===== src/vlan_rd_defs.vh =====
// constants for the vlan table read-data block
// assumes a 32-bit register port indexed by 16-bit register numbers
`ifndef VLAN_RD_DEFS_VH
`define VLAN_RD_DEFS_VH
`define REG_VLAN_CMD        16'h180b
`define REG_VLAN_WR_DATA    16'h180c
`define REG_VLAN_RD_DATA    16'h180e
`define REG_VLAN_CMD_STS    16'h1810
`define REG_ADMIT_NONMEM    16'h1880
`define REG_EGRESS_TYPE     16'h1881
`define CMD_RNW_BIT         5
`define CMD_PVID_BIT        4
`define ENTRY_W             18
`define VID_W               12
`define RD_DATA_RST         18'h00000
`define EGRESS_HYBRID       2'h3
`define OP_CYCLES           3'h3
`define VLAN_ENTRIES        16
`define NUM_PORTS           3
`endif


===== src/vlan_table_read_data.v =====
// vlan and port-vid table store with command, status and read-data registers,
// plus per-port ingress/egress decisions for one lookup vid.
// assumes one synchronous register port; data ready on the cycle after a read strobe.
// assumes the host polls the pending bit before it reads the entry back, and
// that lookup_vid_in is held for one clock before the port decisions are used.
//
// What this block does
// - read-only 18-bit read data, upper bits zero
// - vlan table select returns vlan entry format
// - member bits 17/15/13 admit and join broadcast
// - non-member drops unless admit-nonmember and the vid hits an entry, excluded egress
// - untag bits 16/14/12 strip on hybrid ports
// - vid in bits 11:0, zero disables entry
// - command read_not_write bit one means read
// - table select one is pvid, index 3:0
// - pending set during command, cleared on completion
`timescale 1ns/1ps
`include "vlan_rd_defs.vh"
module vlan_table_read_data (
    // clock and reset
    input  wire        mclk_in,
    input  wire        sys_rst_in,
    // register port
    input  wire [15:0] reg_addr_in,
    input  wire        reg_wr_in,
    input  wire        reg_rd_in,
    input  wire [31:0] reg_wdata_in,
    output reg  [31:0] reg_rdata_out,
    // lookup side
    input  wire [11:0] lookup_vid_in,
    output reg  [2:0]  ingress_admit_out,
    output reg  [2:0]  egress_member_out,
    output reg  [2:0]  egress_untag_out
);
    // sequencer states
    localparam ST_IDLE = 1'b0;
    localparam ST_BUSY = 1'b1;

    // table storage, command copy and configuration
    reg [`ENTRY_W-1:0] vlan_mem_r [0:`VLAN_ENTRIES-1];
    reg [`VID_W-1:0]   pvid_mem_r [0:`NUM_PORTS-1];
    reg [5:0]          cmd_r;
    reg [`ENTRY_W-1:0] wr_data_r;
    reg [`ENTRY_W-1:0] vlan_table_read_data_r;
    reg                state_r;
    reg [2:0]          cnt_r;
    reg [2:0]          admit_nonmember_config_r;
    reg [5:0]          egress_port_type_config_r;
    reg [`ENTRY_W-1:0] rd_entry;
    reg [2:0]          hit_mem;
    reg [2:0]          hit_untag;
    reg                hit;
    // loop indices, one per process so neither is written from two places
    integer            i;
    integer            k;

    // address compare used by several decodes
    function is_reg;
        input [15:0] a;
        input [15:0] r;
        begin
            is_reg = (a == r);
        end
    endfunction

    wire cmd_wr = reg_wr_in && is_reg(reg_addr_in, `REG_VLAN_CMD);
    wire done   = (state_r == ST_BUSY) && (cnt_r == 3'h0);
    wire pvid_sel = cmd_r[`CMD_PVID_BIT];
    wire [3:0] idx = cmd_r[3:0];
    // only ports 0..2 exist in the pvid table; higher indexes are left alone
    wire pvid_ok = ({28'h0000000, idx} < `NUM_PORTS);

    // addressed entry; pvid index above port 2 returns zero
    always @*
    begin
        // default keeps the mux free of latches
        rd_entry = `RD_DATA_RST;
        if (pvid_sel)
        begin
            if (pvid_ok)
                rd_entry = {6'h00, pvid_mem_r[idx[1:0]]};
        end
        // vlan index covers all sixteen entries
        else
            rd_entry = vlan_mem_r[idx];
    end

    // config registers and command sequencer
    always @(posedge mclk_in)
    begin
        if (sys_rst_in)
        begin
            cmd_r <= 6'h00;
            wr_data_r <= `RD_DATA_RST;
            state_r <= ST_IDLE;
            cnt_r <= 3'h0;
            admit_nonmember_config_r <= 3'h0;
            egress_port_type_config_r <= 6'h00;
            vlan_table_read_data_r <= `RD_DATA_RST;
            for (i = 0; i < `VLAN_ENTRIES; i = i + 1)
                vlan_mem_r[i] <= `RD_DATA_RST;
            for (i = 0; i < `NUM_PORTS; i = i + 1)
                pvid_mem_r[i] <= 12'h000;
        end
        else
        begin
            // write data is staged here until a write command completes
            if (reg_wr_in && is_reg(reg_addr_in, `REG_VLAN_WR_DATA))
                wr_data_r <= reg_wdata_in[`ENTRY_W-1:0];
            // per-port ingress and egress settings, one or two bits per port
            if (reg_wr_in && is_reg(reg_addr_in, `REG_ADMIT_NONMEM))
                admit_nonmember_config_r <= reg_wdata_in[2:0];
            if (reg_wr_in && is_reg(reg_addr_in, `REG_EGRESS_TYPE))
                egress_port_type_config_r <= reg_wdata_in[5:0];
            // commands written while busy are ignored to keep the entry stable
            // busy lasts one clock more than OP_CYCLES while cnt_r counts down
            if (cmd_wr && state_r == ST_IDLE)
            begin
                cmd_r <= reg_wdata_in[5:0];
                state_r <= ST_BUSY;
                cnt_r <= `OP_CYCLES;
            end
            else if (state_r == ST_BUSY)
            begin
                // the entry moves in the same cycle the pending bit drops, so a
                // host that sees pending low always reads a complete entry
                if (done)
                begin
                    state_r <= ST_IDLE;
                    if (cmd_r[`CMD_RNW_BIT])
                        vlan_table_read_data_r <= rd_entry;
                    // write commands commit the staged data only at completion
                    else if (pvid_sel)
                    begin
                        if (pvid_ok)
                            pvid_mem_r[idx[1:0]] <= wr_data_r[`VID_W-1:0];
                    end
                    else
                        vlan_mem_r[idx] <= wr_data_r;
                end
                else
                    cnt_r <= cnt_r - 3'h1;
            end
        end
    end

    // per-port match over all vlan entries; vid zero never matches
    always @*
    begin
        hit_mem = 3'h0;
        hit_untag = 3'h0;
        hit = 1'b0;
        // several matching entries are merged by or, so duplicates widen access
        for (k = 0; k < `VLAN_ENTRIES; k = k + 1)
        begin
            if (vlan_mem_r[k][11:0] != 12'h000 &&
                vlan_mem_r[k][11:0] == lookup_vid_in)
            begin
                hit = 1'b1;
                hit_mem = hit_mem | {vlan_mem_r[k][17], vlan_mem_r[k][15],
                                     vlan_mem_r[k][13]};
                hit_untag = hit_untag | {vlan_mem_r[k][16], vlan_mem_r[k][14],
                                         vlan_mem_r[k][12]};
            end
        end
    end

    // registered port decisions, one generate slice per port
    // decisions are registered so the outputs come straight from flops
    // a port needs both the untag bit and the hybrid type to strip tags
    genvar p;
    generate
        for (p = 0; p < 3; p = p + 1)
        begin : g_port
            always @(posedge mclk_in)
            begin
                if (sys_rst_in)
                begin
                    ingress_admit_out[p] <= 1'b0;
                    egress_member_out[p] <= 1'b0;
                    egress_untag_out[p] <= 1'b0;
                end
                else
                begin
                    ingress_admit_out[p] <= hit && (hit_mem[p] ||
                                            admit_nonmember_config_r[p]);
                    egress_member_out[p] <= hit && hit_mem[p];
                    egress_untag_out[p] <= hit && hit_untag[p] &&
                        egress_port_type_config_r[2*p+1 -: 2] == `EGRESS_HYBRID;
                end
            end
        end
    endgenerate

    // register read mux, unmapped reads return zero
    // reserved bits are padded with zeros at every address
    // read data and status have no write path: both stay read-only
    always @(posedge mclk_in)
    begin
        if (sys_rst_in)
            reg_rdata_out <= 32'h00000000;
        else if (reg_rd_in)
        begin
            if (is_reg(reg_addr_in, `REG_VLAN_RD_DATA))
                reg_rdata_out <= {14'h0000, vlan_table_read_data_r};
            else if (is_reg(reg_addr_in, `REG_VLAN_CMD_STS))
                reg_rdata_out <= {31'h00000000, state_r};
            else if (is_reg(reg_addr_in, `REG_VLAN_CMD))
                reg_rdata_out <= {26'h0000000, cmd_r};
            else if (is_reg(reg_addr_in, `REG_VLAN_WR_DATA))
                reg_rdata_out <= {14'h0000, wr_data_r};
            else if (is_reg(reg_addr_in, `REG_ADMIT_NONMEM))
                reg_rdata_out <= {29'h00000000, admit_nonmember_config_r};
            else if (is_reg(reg_addr_in, `REG_EGRESS_TYPE))
                reg_rdata_out <= {26'h0000000, egress_port_type_config_r};
            else
                reg_rdata_out <= 32'h00000000;
        end
    end
endmodule // vlan_table_read_data


===== config.mk =====
export PLATFORM = sky130hd
export DESIGN_NAME = vlan_table_read_data
export DESIGN_NICKNAME = d
export VERILOG_FILES = /design/src/vlan_table_read_data.v
export VERILOG_INCLUDE_DIRS = /design/src /design/src/src
export SDC_FILE = /design/constraint.sdc
export NUM_CORES = 1
export LEC_CHECK = 0
export BUFFER_PORTS_ARGS = -buffer_cell sky130_fd_sc_hd__buf_2
export CORE_MARGIN = 8
export CORE_UTILIZATION = 60
export CTS_CLUSTER_SIZE = 8
export DETAILED_ROUTE_END_ITERATION = 10
export GPL_TIMING_DRIVEN = 1
export HOLD_SLACK_MARGIN = 0.15
export PLACE_DENSITY_LB_ADDON = 0.25
export SYNTH_ARGS = -nofsm -noshare
export SYNTH_HDL_FRONTEND = slang
export SYNTH_SLANG_ARGS = --single-unit
export TNS_END_PERCENT = 30

===== constraint.sdc =====
create_clock -name mclk_in -period 5.9 [get_ports mclk_in]
set_clock_uncertainty 0.1 [all_clocks]
set_input_delay 1.18 -clock mclk_in [delete_from_list [all_inputs] [get_ports mclk_in]]
set_output_delay 1.18 -clock mclk_in [all_outputs]
set_load 0.02 [all_outputs]

# Word-level counts from Yosys, hierarchy flattened
# Memory sizes are Yosys's and may differ from the RTL's. A register that Yosys moved wholly into a read port is not among the register bits.
# Cells that the tools add are included.
[totals] ramBits=324 latch_bits=0 input_bits=64 word_cells=231 n_memories=2 romBits=0 output_inout_bits=41 regBits=96
[memory_table] name="vlan_mem_r" words=16 width=18 rd=17 rd_clocked_by_memory_dff=1 wr=16 line_no="vlan_table_read_data.v:40" text="reg [`ENTRY_W-1:0] vlan_mem_r [0:`VLAN_ENTRIES-1];"
[memory_table] name="pvid_mem_r" words=3 width=12 rd=1 rd_clocked_by_memory_dff=1 wr=3 line_no="vlan_table_read_data.v:41" text="reg [`VID_W-1:0] pvid_mem_r [0:`NUM_PORTS-1];"
[op_classes] order_cmp=1 shift=0 div=0 reduce_logical=61 n_eq_ne=26 mul=0 mux=89 addsub=1 bitwise=33
[op_table] op="equality test 12 bit" count=16
[op_table] op="nonzero test 12 bit" count=16
[op_table] op="2-to-1 mux 18 bit" count=6
[op_table] op="equality test 16 x 13 -> 1 bit, second input constant" count=6
[op_table] op="2-to-1 mux 3 bit" count=32
[op_table] op="bitwise OR 3 bit" count=30
[op_table] op="2-to-1 mux 1 bit" count=38
[op_table] op="logical AND 1 bit" count=34
[op_table] op="2-to-1 mux 12 bit" count=2
[op_table] op="OR reduction 18 bit" count=1
[op_table] op="2-to-1 mux 2 bit" count=6
[op_table] op="2-to-1 mux 4 bit" count=3
[op_table] op="2-to-1 mux 6 bit" count=2
[op_table] op="OR reduction 12 bit" count=1
[op_table] op="equality test 2 bit, second input constant" count=3
[op_table] op="< comparator 4 x 2 -> 1 bit, second input constant" count=1
[op_table] op="AND reduction 2 bit" count=2
[op_table] op="AND reduction 4 bit" count=1
[op_table] op="zero test 3 bit" count=1
[op_table] op="logical OR 1 bit" count=3
[op_table] op="inverter 1 bit" count=3
[op_table] op="subtractor 3 x 1 -> 3 bit, second input constant" count=1
[op_table] op="inequality test 2 x 1 -> 1 bit, second input constant" count=1
[op_table] op="nonzero test 2 bit" count=1
[op_table] op="OR reduction 2 bit" count=1

# Longest topological paths before layout
# Gate-level depths: netlist of the first run.
# An unclocked memory read counts as a cell.
[logic_depth] depth_word=36 mapped_depth=10 mapped_depth_nobuf=7

# Worst setup path after synthesis of the first run
# Ideal clock, no wire load.
[synth_path] path_kind="input-to-reg" from="input reg_addr_in[5]" to="register reg_rdata_out[4]" path_stages=7 n_path_buf=1 required_time_ps=5709 setup_ps=91 path_slack_ps=2669 arrival_ps=3040 path_cell_list="or4b_4 or4_1 buf_2 nor3_4 a221o_1 o21ai_1 a311oi_1"
[synth_between] elab_chain_len=7 word_cells_on_any_way=12 cone_classes="eq/ne: 6; mux: 6"
[synth_rtl] item="start, declared" line_no="vlan_table_read_data.v:24" text="input wire [15:0] reg_addr_in,"
[synth_rtl] item="equality test 16 x 13 -> 1 bit" line_no="vlan_table_read_data.v:62" text="is_reg = (a == r);"
[synth_rtl] item="2-to-1 mux 6 bit" line_no="vlan_table_read_data.v:214" text="else if (is_reg(reg_addr_in, `REG_EGRESS_TYPE))"
[synth_rtl] item="2-to-1 mux 6 bit" line_no="vlan_table_read_data.v:212" text="else if (is_reg(reg_addr_in, `REG_ADMIT_NONMEM))"
[synth_rtl] item="2-to-1 mux 18 bit" line_no="vlan_table_read_data.v:210" text="else if (is_reg(reg_addr_in, `REG_VLAN_WR_DATA))"
[synth_rtl] item="2-to-1 mux 18 bit" line_no="vlan_table_read_data.v:208" text="else if (is_reg(reg_addr_in, `REG_VLAN_CMD))"
[synth_rtl] item="2-to-1 mux 18 bit" line_no="vlan_table_read_data.v:206" text="else if (is_reg(reg_addr_in, `REG_VLAN_CMD_STS))"
[synth_rtl] item="2-to-1 mux 18 bit *" line_no="vlan_table_read_data.v:204" text="if (is_reg(reg_addr_in, `REG_VLAN_RD_DATA))"
[synth_rtl] item="end signal, assigned" line_no="vlan_table_read_data.v:205" text="reg_rdata_out <= {14'h0000, vlan_table_read_data_r};"
[synth_rtl] item="end signal, assigned" line_no="vlan_table_read_data.v:207" text="reg_rdata_out <= {31'h00000000, state_r};"
[synth_rtl] item="end signal, assigned" line_no="vlan_table_read_data.v:209" text="reg_rdata_out <= {26'h0000000, cmd_r};"
[synth_rtl] item="end, declared" line_no="vlan_table_read_data.v:28" text="output reg [31:0] reg_rdata_out,"
# Every way passes the cells marked *; elsewhere a longest branch is shown, timed or not.
# A chain may end at the register's enable or synchronous reset.

# Final worst setup path of the first run
[layout_path] from="input lookup_vid_in[2]" to="register egress_untag_out[2]"
[layout_between] elab_chain_len=35 word_cells_on_any_way=81 cone_classes="eq/ne: 16; mux: 32; bitwise: 15; reduce/logical: 18"
[layout_rtl] item="start, declared" line_no="vlan_table_read_data.v:30" text="input wire [11:0] lookup_vid_in,"
[layout_rtl] item="equality test 12 bit" line_no="vlan_table_read_data.v:157" text="vlan_mem_r[k][11:0] == lookup_vid_in)"
[layout_rtl] item="logical AND 1 bit" line_no="vlan_table_read_data.v:156" text="if (vlan_mem_r[k][11:0] != 12'h000 &&"
[layout_rtl] item="2-to-1 mux 3 bit" line_no="vlan_table_read_data.v:156"
[layout_rtl] item="bitwise OR 3 bit" line_no="vlan_table_read_data.v:162" text="hit_untag = hit_untag | {vlan_mem_r[k][16], vlan_mem_r[k][14],"
[layout_rtl] item="2-to-1 mux 3 bit" line_no="vlan_table_read_data.v:156"
[layout_rtl] item="bitwise OR 3 bit" line_no="vlan_table_read_data.v:162"
[layout_rtl] item="2-to-1 mux 3 bit" line_no="vlan_table_read_data.v:156"
[layout_rtl] item="bitwise OR 3 bit" line_no="vlan_table_read_data.v:162"
[layout_rtl] item="(+19 left out)"
[layout_rtl] item="bitwise OR 3 bit" line_no="vlan_table_read_data.v:162"
[layout_rtl] item="2-to-1 mux 3 bit" line_no="vlan_table_read_data.v:156"
[layout_rtl] item="bitwise OR 3 bit" line_no="vlan_table_read_data.v:162"
[layout_rtl] item="2-to-1 mux 3 bit" line_no="vlan_table_read_data.v:156"
[layout_rtl] item="bitwise OR 3 bit" line_no="vlan_table_read_data.v:162"
[layout_rtl] item="2-to-1 mux 3 bit" line_no="vlan_table_read_data.v:156"
[layout_rtl] item="logical AND 1 bit *" line_no="vlan_table_read_data.v:188" text="egress_untag_out[p] <= hit && hit_untag[p] &&"
[layout_rtl] item="logical AND 1 bit (no source line) *"
[layout_rtl] item="end signal, assigned by index" line_no="vlan_table_read_data.v:188"
[layout_rtl] item="end, declared" line_no="vlan_table_read_data.v:33" text="output reg [2:0] egress_untag_out"
# Marked as above.

==> reports/qor_table.md, run 1 <==
| Metric | This run | Unit |
|:---|:---|:---|
| Run status | finished clean | - |
| Delay of the slowest cell on the worst path | 0.84 | ns |
| Number of buffers inserted for hold repair after clock tree synthesis | 0 | - |
| Number of remaining DRC errors | 0 | - |
| Level count of the clock H-tree | 2 | - |
| CTS sink cnt | 422 | - |
| Width of the die | 207 | um |
| Transition at the pin with the smallest max-transition slack | 1.31 | ns |
| Cts bufs inserted | 58 | - |
| Number of setup violations in the final report | 0 | - |
| WP data arrival | 4.12 | ns |
| Total half-perimeter wirelength after legalization and detailed placement | 46.1 | mm |
| Proportion of register bits with asynchronous set or reset after synthesis | 0 | - |
| Area inside the core boundary | 36,300 | sq um |
| Critical path cell sequence | buf_2 > xor2_1 > nor4_1 > nor4bb_1 > nand4bb_1 > a2111oi_0 > a21o_1 > a211oi_1 | - |
| Worst relative slew slack | 0.126 | - |
| Top area cells in the synthesized netlist | edfxtp_1, mux4_2, and2_1 | - |
| Detailed Routing Iterations Pass 1 | 6 | - |
| Wire length of the first global-routing pass | 99.8 | mm |
| CTS tree | done | - |
| Initial standard-cell utilization of the core | 0.605 | - |
| Global-route track usage on met3 | 0.0627 | - |
| CP startpoint kind | input pin | - |
| Via density per instance | 6.74 | - |
| Synthesis-stage register bit count | 422 | - |
| Cell taking the most area after synthesis | edfxtp_1 | - |
| Startpoint of the worst hold path | egress_port_type_config_r[4] | - |
| Syn Std Cell Area | 22,000 | sq um |
| Number of synthesized flops with an enable pin | 336 | - |
| Post-placement cell area | 22,600 | sq um |
| Number of hold violations in the final report | 0 | - |
| Slew Limit Fails | 0 | - |
| Layout fillers | 2,613 | - |
| Count of input and output buffers | 76 | - |
| Post-DRT Antenna Nets | 0 | - |
| Top fanout value on the critical path | 16 | - |
| Kind of end point of the critical path | register | - |
| Total of cells resized after clock tree synthesis | 0 | - |
| Layer with the highest usage | met2 | - |
| Average cell area after synthesis | 12.3 | sq um |
| Setup TNS | 0 | ns |
| Maximum resistive drop on vdd | 228 | uV |
| Post-detailed-route wirelength per cell | 29.1 | um |
| Initial detailed-routing violation count | 2,203 | - |
| Timing startpoint of the critical path | lookup_vid_in[2] | - |
| Height of the chip | 207 | um |
| Kind of cell adding the most delay to the critical path | simple AND/OR/NAND/NOR gates | - |
| Clock transition time at the flip-flop clock pins of the worst setup and hold paths | 0.05 | ns |
| Met1 usage | 0.399 | - |
| Post-CTS setup buffer count | 0 | - |
| Gr ovfl total | 0 | - |
| Unrepaired setup endpoints after global routing | false | - |
| CTS root buffer | clkbuf_16 | - |
| Die area | 43,000 | sq um |
| Power per Cell Area | 282 | nW/um^2 |
| Worst-Skew Late Latency | 0.61 | ns |
| Worst min path class | register to register | - |
| GRT Util Overall | 0.310 | - |
| Largest net degree at the start of global routing | 62 | - |
| Antenna violations before repair | 3 | - |
| Count of standard-cell rows | 70 | - |
| Final design instance area without fill | 24,200 | sq um |
| Global placer's final weighted congestion | 1.03 | - |
| PnR Total Power | 6.83 | mW |
| Final period demand of the worst path | 3.71 | ns |
| Maximum Capacitance Violations | 0 | - |
| Via count of the first global-routing pass | 15,400 | - |
| Fraction of the yosys area taken by sequential cells | 0.537 | - |
| Ys flop type | edfxtp_1 | - |
| Count of nets after finishing | 1,907 | - |
| Fmax | 0.269 | GHz |
| Met2 Resource Use GR | 0.481 | - |
| Required time of the worst setup path | 6.30 | ns |
| Total Wirelength | 68.1 | mm |
| Placed Cells | 2,249 | - |
| Longest Clk Path Bufs | 3 | - |
| Via Count | 15,756 | - |
| Number of warnings reported in the yosys synthesis log | 0 | - |
| Boundary pin count | 105 | - |
| Fin cells | 2,338 | - |
| Distinct cell type count after synthesis | 52 | - |
| Crit Path Class | input pin to register | - |
| Fraction of synthesized cell area taken by the top area cell type | 0.459 | - |
| Fraction of final layout cells with drive strength greater than 1 | 0.159 | - |
| Gate count after technology mapping | 1,794 | - |
| Final Util | 0.665 | - |
| Leak | 8.10 | nW |
| Critical path's slowest cell | nor4bb_1 | - |
| Final Cycle Share | 0.629 | - |
| Layout area overhead | 9.95 | % |
| Number of buffer and inverter instances along the worst setup path | 1 | - |
==> final timing paths <==
path	to	slack, ns	depth (start not counted)
setup reg to reg	vlan_table_read_data_r[7]	2.45	6
hold reg to reg	egress_port_type_config_r[4]	0.38	2
hold / removal	egress_port_type_config_r[4]	0.38	2
setup / recovery	egress_untag_out[2]	2.19	8
==> metal layers <==
| layer | up-vias | wire length (um) | part of all wire |
|---|---|---|---|
| met2 | 1115 | 31300 | 0.46 |
| met1 | 7725 | 25000 | 0.37 |
| li1 | 6657 | - | - |
| met3 | 259 | 7450 | 0.11 |
| met4 | 0 | 4410 | 0.065 |
| met5 | - | 0 | 0 |
==> tightest hold or removal path, delay by kind of cell, from the launching register on <==
| family | cells | cell delay, ns |
|---|---|---|
| AOI/OAI and AO/OA | 1 | 0.05 |
| DFF | 1 | 0.31 |
| and+or+nand+nor | 1 | 0.06 |
==> metrics by stage <==
stage	hold slack [ns]	worst slack, ns
floorplan	0.327	2.67
global placement	0.355	1.78
global route	0.395	2.08
finish	0.375	2.19
CTS	0.373	2.36
detailed placement	0.366	1.73
==> registers in the layout, summed over array words and instances (netlist names), named ones only <==
| signal | cells |
|---|---|
| egress_untag_out | 3 |
| pvid_mem_r | 48 |
| wr_data_r | 18 |
| egress_port_type_config_r | 6 |
| admit_nonmember_config_r | 3 |
| egress_member_out | 3 |
| cmd_r | 6 |
| ingress_admit_out | 3 |
| vlan_mem_r | 288 |
| reg_rdata_out | 18 |
| vlan_table_read_data_r | 18 |
| cnt_r | 3 |
| state_r | 1 |
==> report_power, final <==
part / leakage [nW] / internal (mW) / switching [mW]
clock network: 0.770 / 1.80 / 1.22
registers: 3.98 / 3.32 / 0.106
logic: 3.35 / 0.150 / 0.234
total: 8.10 / 5.27 / 1.56
==> cell usage after synthesis (2+ instances only) <==
| master | count |
|---|---|
| nand3b_1 | 4 |
| nand3_1 | 102 |
| inv_1 | 7 |
| a21oi_1 | 29 |
| and4_1 | 4 |
| and2_1 | 332 |
| o21ai_1 | 5 |
| nand2b_1 | 2 |
| nand2_1 | 63 |
| mux4_2 | 102 |
| nor4_1 | 63 |
| ha_1 | 2 |
| nor3b_1 | 3 |
| a2111oi_0 | 2 |
| nor2_1 | 92 |
| or2_2 | 20 |
| dfxtp_1 | 86 |
| and3_1 | 6 |
| a221o_1 | 3 |
| buf_2 | 37 |
| o311ai_1 | 2 |
| clkbuf_8 | 5 |
| nor2b_1 | 15 |
| and3_2 | 2 |
| a22oi_1 | 22 |
| buf_1 | 4 |
| a211oi_1 | 26 |
| edfxtp_1 | 336 |
| nand4_1 | 67 |
| a311oi_1 | 7 |
| mux2i_1 | 12 |
| xnor2_1 | 160 |
| a31oi_1 | 11 |
| xor2_1 | 32 |
| clkbuf_1 | 78 |
| nor3_1 | 17 |
| buf_4 | 17 |
| o21ai_0 | 3 |
==> final cells by class <==
type                       instances  area (sq um)  area share
antenna                            4          10.0    0.000414
clock buffer                      82          1560      0.0647
clock inverter                     3          36.3     0.00150
inverter                           7          26.3     0.00109
multi-input combinational       1248          9540       0.395
sequential                       422         11800       0.489
tap                              468           586      0.0242
timing repair buffer             104           591      0.0244
==> cell usage in the layout, fill, tap and decap left out, types with 29 or more instances in the layout <==
cell type | Yosys | routed
a21oi_1 | 29 | 29
and2_1 | 332 | 332
buf_2 | 37 | 76
clkbuf_16 | 0 | 59
dfxtp_1 | 86 | 84
edfxtp_1 | 336 | 336
mux4_2 | 102 | 102
nand2_1 | 63 | 63
nand3_1 | 102 | 102
nand4_1 | 67 | 67
nor2_1 | 92 | 92
nor4_1 | 63 | 63
xnor2_1 | 160 | 160
xor2_1 | 32 | 32
==> cell families after synthesis <==
group | after synthesis | synth area share
AOI/OAI and AO/OA | 112 | 0.0344
buffers and inverters | 149 | 0.0330
adders and majority gates | 2 | 0.00114
xor gates and xnor gates | 192 | 0.0765
DFF | 422 | 0.537
and+or+nand+nor | 802 | 0.208
muxes | 114 | 0.110
other | 1 | 0.000171
Note: power is estimated with default switching activity, not from simulation.
==> run 2: changes to the inputs <==
--- a/config.mk
+++ b/config.mk
@@ -8,7 +8,7 @@
 export LEC_CHECK = 0
 export BUFFER_PORTS_ARGS = -buffer_cell sky130_fd_sc_hd__buf_2
 export CORE_MARGIN = 8
-export CORE_UTILIZATION = 60
+export CORE_UTILIZATION = 56
 export CTS_CLUSTER_SIZE = 8
 export DETAILED_ROUTE_END_ITERATION = 10
 export GPL_TIMING_DRIVEN = 1
==> constraint.sdc (replaced) <==
create_clock -name mclk_in -period 3.3 [get_ports mclk_in]
set_clock_uncertainty 0.1 [all_clocks]
set_input_delay 0.66 -clock mclk_in [delete_from_list [all_inputs] [get_ports mclk_in]]
set_output_delay 0.66 -clock mclk_in [all_outputs]
set_load 0.02 [all_outputs]
==> reports/qor_table.md, run 2 (synthesized netlist as in run 1, its figures left out) <==
| Metric | This run | Unit |
|:---|:---|:---|
| Total of cells resized after clock tree synthesis | 0 | - |
| Number of hold violations in the final report | 0 | - |
| Final period demand of the worst path | 2.81 | ns |
| Via density per instance | 6.54 | - |
| Level count of the clock H-tree | 2 | - |
| Worst relative slew slack | 0.346 | - |
| Total Wirelength | 71.0 | mm |
| Clock transition time at the flip-flop clock pins of the worst setup and hold paths | 0.05 | ns |
| Power per Cell Area | 492 | nW/um^2 |
| Maximum resistive drop on vdd | 407 | uV |
| Area inside the core boundary | 38,700 | sq um |
| Number of remaining DRC errors | 0 | - |
| Commonest cells after routing, fill and taps aside | edfxtp_1, and2_1, xnor2_1 | - |
| CTS root buffer | clkbuf_16 | - |
| Leading registers by flop count | vlan_mem_r x288, pvid_mem_r x48 | - |
| Worst min path class | input pin to register | - |
| Post-CTS setup buffer count | 0 | - |
| Longest Clk Path Bufs | 3 | - |
| Fraction of final layout cells with drive strength greater than 1 | 0.194 | - |
| Detailed Routing Iterations Pass 1 | 6 | - |
| Hold-critical path endpoint | wr_data_r[15] | - |
| Boundary pin count | 105 | - |
| Fmax | 0.356 | GHz |
| Unrepaired setup endpoints after global routing | false | - |
| Count of input and output buffers | 76 | - |
| Top fanout value on the critical path | 15 | - |
| Count of nets after finishing | 1,989 | - |
| Worst reg-to-reg setup slack | 0.49 | ns |
| Worst-Skew Late Latency | 0.61 | ns |
| CTS sink cnt | 422 | - |
| Number of buffers inserted for hold repair after clock tree synthesis | 0 | - |
| Most common library cell in the layout ignoring fill and taps | edfxtp_1 | - |
| Placed Cells | 2,381 | - |
| FF-to-FF path depth | 6 | - |
| Post-detailed-route wirelength per cell | 28.8 | um |
| Global placer's final weighted congestion | 1.00 | - |
| Critical path's slowest cell | mux4_2 | - |
| Cts bufs inserted | 58 | - |
| Transition at the pin with the smallest max-transition slack | 0.979 | ns |
| CP startpoint kind | register | - |
| Delay of the slowest cell on the worst path | 0.60 | ns |
| Endpoint of the worst register-to-register path | vlan_table_read_data_r[10] | - |
| Layout fillers | 2,910 | - |
| Required time of the worst setup path | 3.67 | ns |
| Kind of end point of the critical path | register | - |
| Largest net degree at the start of global routing | 49 | - |
| Gr ovfl total | 0 | - |
| Fin cells | 2,466 | - |
| Critical path's most frequent cell | mux4_2 | - |
| Kind of cell adding the most delay to the critical path | multiplexers | - |
| Setup TNS | 0 | ns |
| Number of setup violations in the final report | 0 | - |
| Register name with the most flops | vlan_mem_r | - |
| Via count of the first global-routing pass | 15,848 | - |
| Critical path cell sequence | buf_4 > mux4_2 > mux4_2 > nor2b_1 > a211oi_1 > nor3_1 | - |
| Die area | 45,900 | sq um |
| Final Cycle Share | 0.852 | - |
| Number of buffer and inverter instances along the worst setup path | 1 | - |
| CTS tree | done | - |
| Antenna violations before repair | 2 | - |
| Maximum Capacitance Violations | 0 | - |
| Count of standard-cell rows | 72 | - |
| Number of cells traversed by the worst hold path | 3 | - |
| Slew Limit Fails | 0 | - |
| Height of the chip | 214 | um |
| Initial detailed-routing violation count | 2,484 | - |
| Leak | 8.55 | nW |
| Via Count | 16,139 | - |
| Wire length of the first global-routing pass | 105 | mm |
| Total half-perimeter wirelength after legalization and detailed placement | 50.2 | mm |
| Number of flip-flops under the largest register name | 288 | - |
| Initial standard-cell utilization of the core | 0.568 | - |
| GRT Util Overall | 0.304 | - |
| Crit Path Class | register to register | - |
| WP data arrival | 3.19 | ns |
| Layout area overhead | 13.5 | % |
| Startpoint of the worst hold path | reg_wdata_in[15] | - |
| Post-DRT Antenna Nets | 0 | - |
| Run status | finished clean | - |
| Width of the die | 214 | um |
-- run 2: changes by cell type in the layout (fill, tap and decap cells not counted) --
cell / before / now
buf_12: 0 / 10
buf_4: 28 / 100
clkinv_1: 1 / 0
clkbuf_1: 23 / 24
diode_2: 4 / 1
inv_16: 0 / 1
clkbuf_16: 59 / 58
clkinv_8: 2 / 1
-- run 2: how the worst max path moves through the flow --
stage	from	end	slack, ns	cells after the start
after CTS	register	vlan_table_read_data_r[10]	0.48	6
final	register	vlan_table_read_data_r[10]	0.49	6
after detailed placement	reg_addr_in[5]	register	0.18	7
after floorplan	reg_addr_in[5]	reg_rdata_out[4]	0.59	7
after global placement	reg_addr_in[5]	register	0.23	7
after global routing	cnt_r[0]	vlan_mem_r[3][11]	0.30	7
-- run 2: through the flow --
stage / worst slack, ns / util / area, sq um / power (mW) / hold WS (ns)
after global placement: 0.233 / 0.603 / 23400 / 6.95 / 0.357
after global routing: 0.304 / 0.644 / 24900 / 12.5 / 0.188
after CTS: 0.480 / 0.644 / 24900 / 12.3 / 0.171
after floorplan: 0.589 / - / 22100 / 6.64 / 0.327
after detailed placement: 0.180 / 0.603 / 23400 / 6.97 / 0.364
final: 0.487 / 0.644 / 24900 / 12.3 / 0.186
-- run 2: cell type report --
class / count / area (sq um) / area share
Sequential cell: 422 / 11800 / 0.474
Multi-Input combinational cell: 1248 / 9540 / 0.382
Clock buffer: 82 / 1540 / 0.0618
Timing Repair Buffer: 186 / 1330 / 0.0534
Tap cell: 518 / 648 / 0.0260
Clock inverter: 2 / 36.3 / 0.00145
Inverter: 7 / 26.3 / 0.00105
Antenna cell: 1 / 2.50 / 0.000100
-- run 2: power by group --
part | switching [mW] | internal [mW] | total, mW | leakage, nW
sequential | 0.198 | 5.94 | 6.14 | 3.98
combinational | 0.442 | 0.317 | 0.759 | 3.81
clock | 2.19 | 3.17 | 5.37 | 0.760
total | 2.83 | 9.43 | 12.3 | 8.55
-- run 2: worst min-delay path, stage by stage --
cell and delay (ns):
buf_2 0.10, nand2_1 0.04, a21oi_1 0.05
-- run 2: routing by layer --
| layer | up-vias | track usage | share of wire |
|---|---|---|---|
| met5 | - | 0 | 0 |
| met4 | 0 | 0.176 | 0.068 |
| met3 | 293 | 0.0612 | 0.11 |
| met2 | 1103 | 0.463 | 0.45 |
| met1 | 7927 | 0.404 | 0.38 |
| li1 | 6816 | - | - |
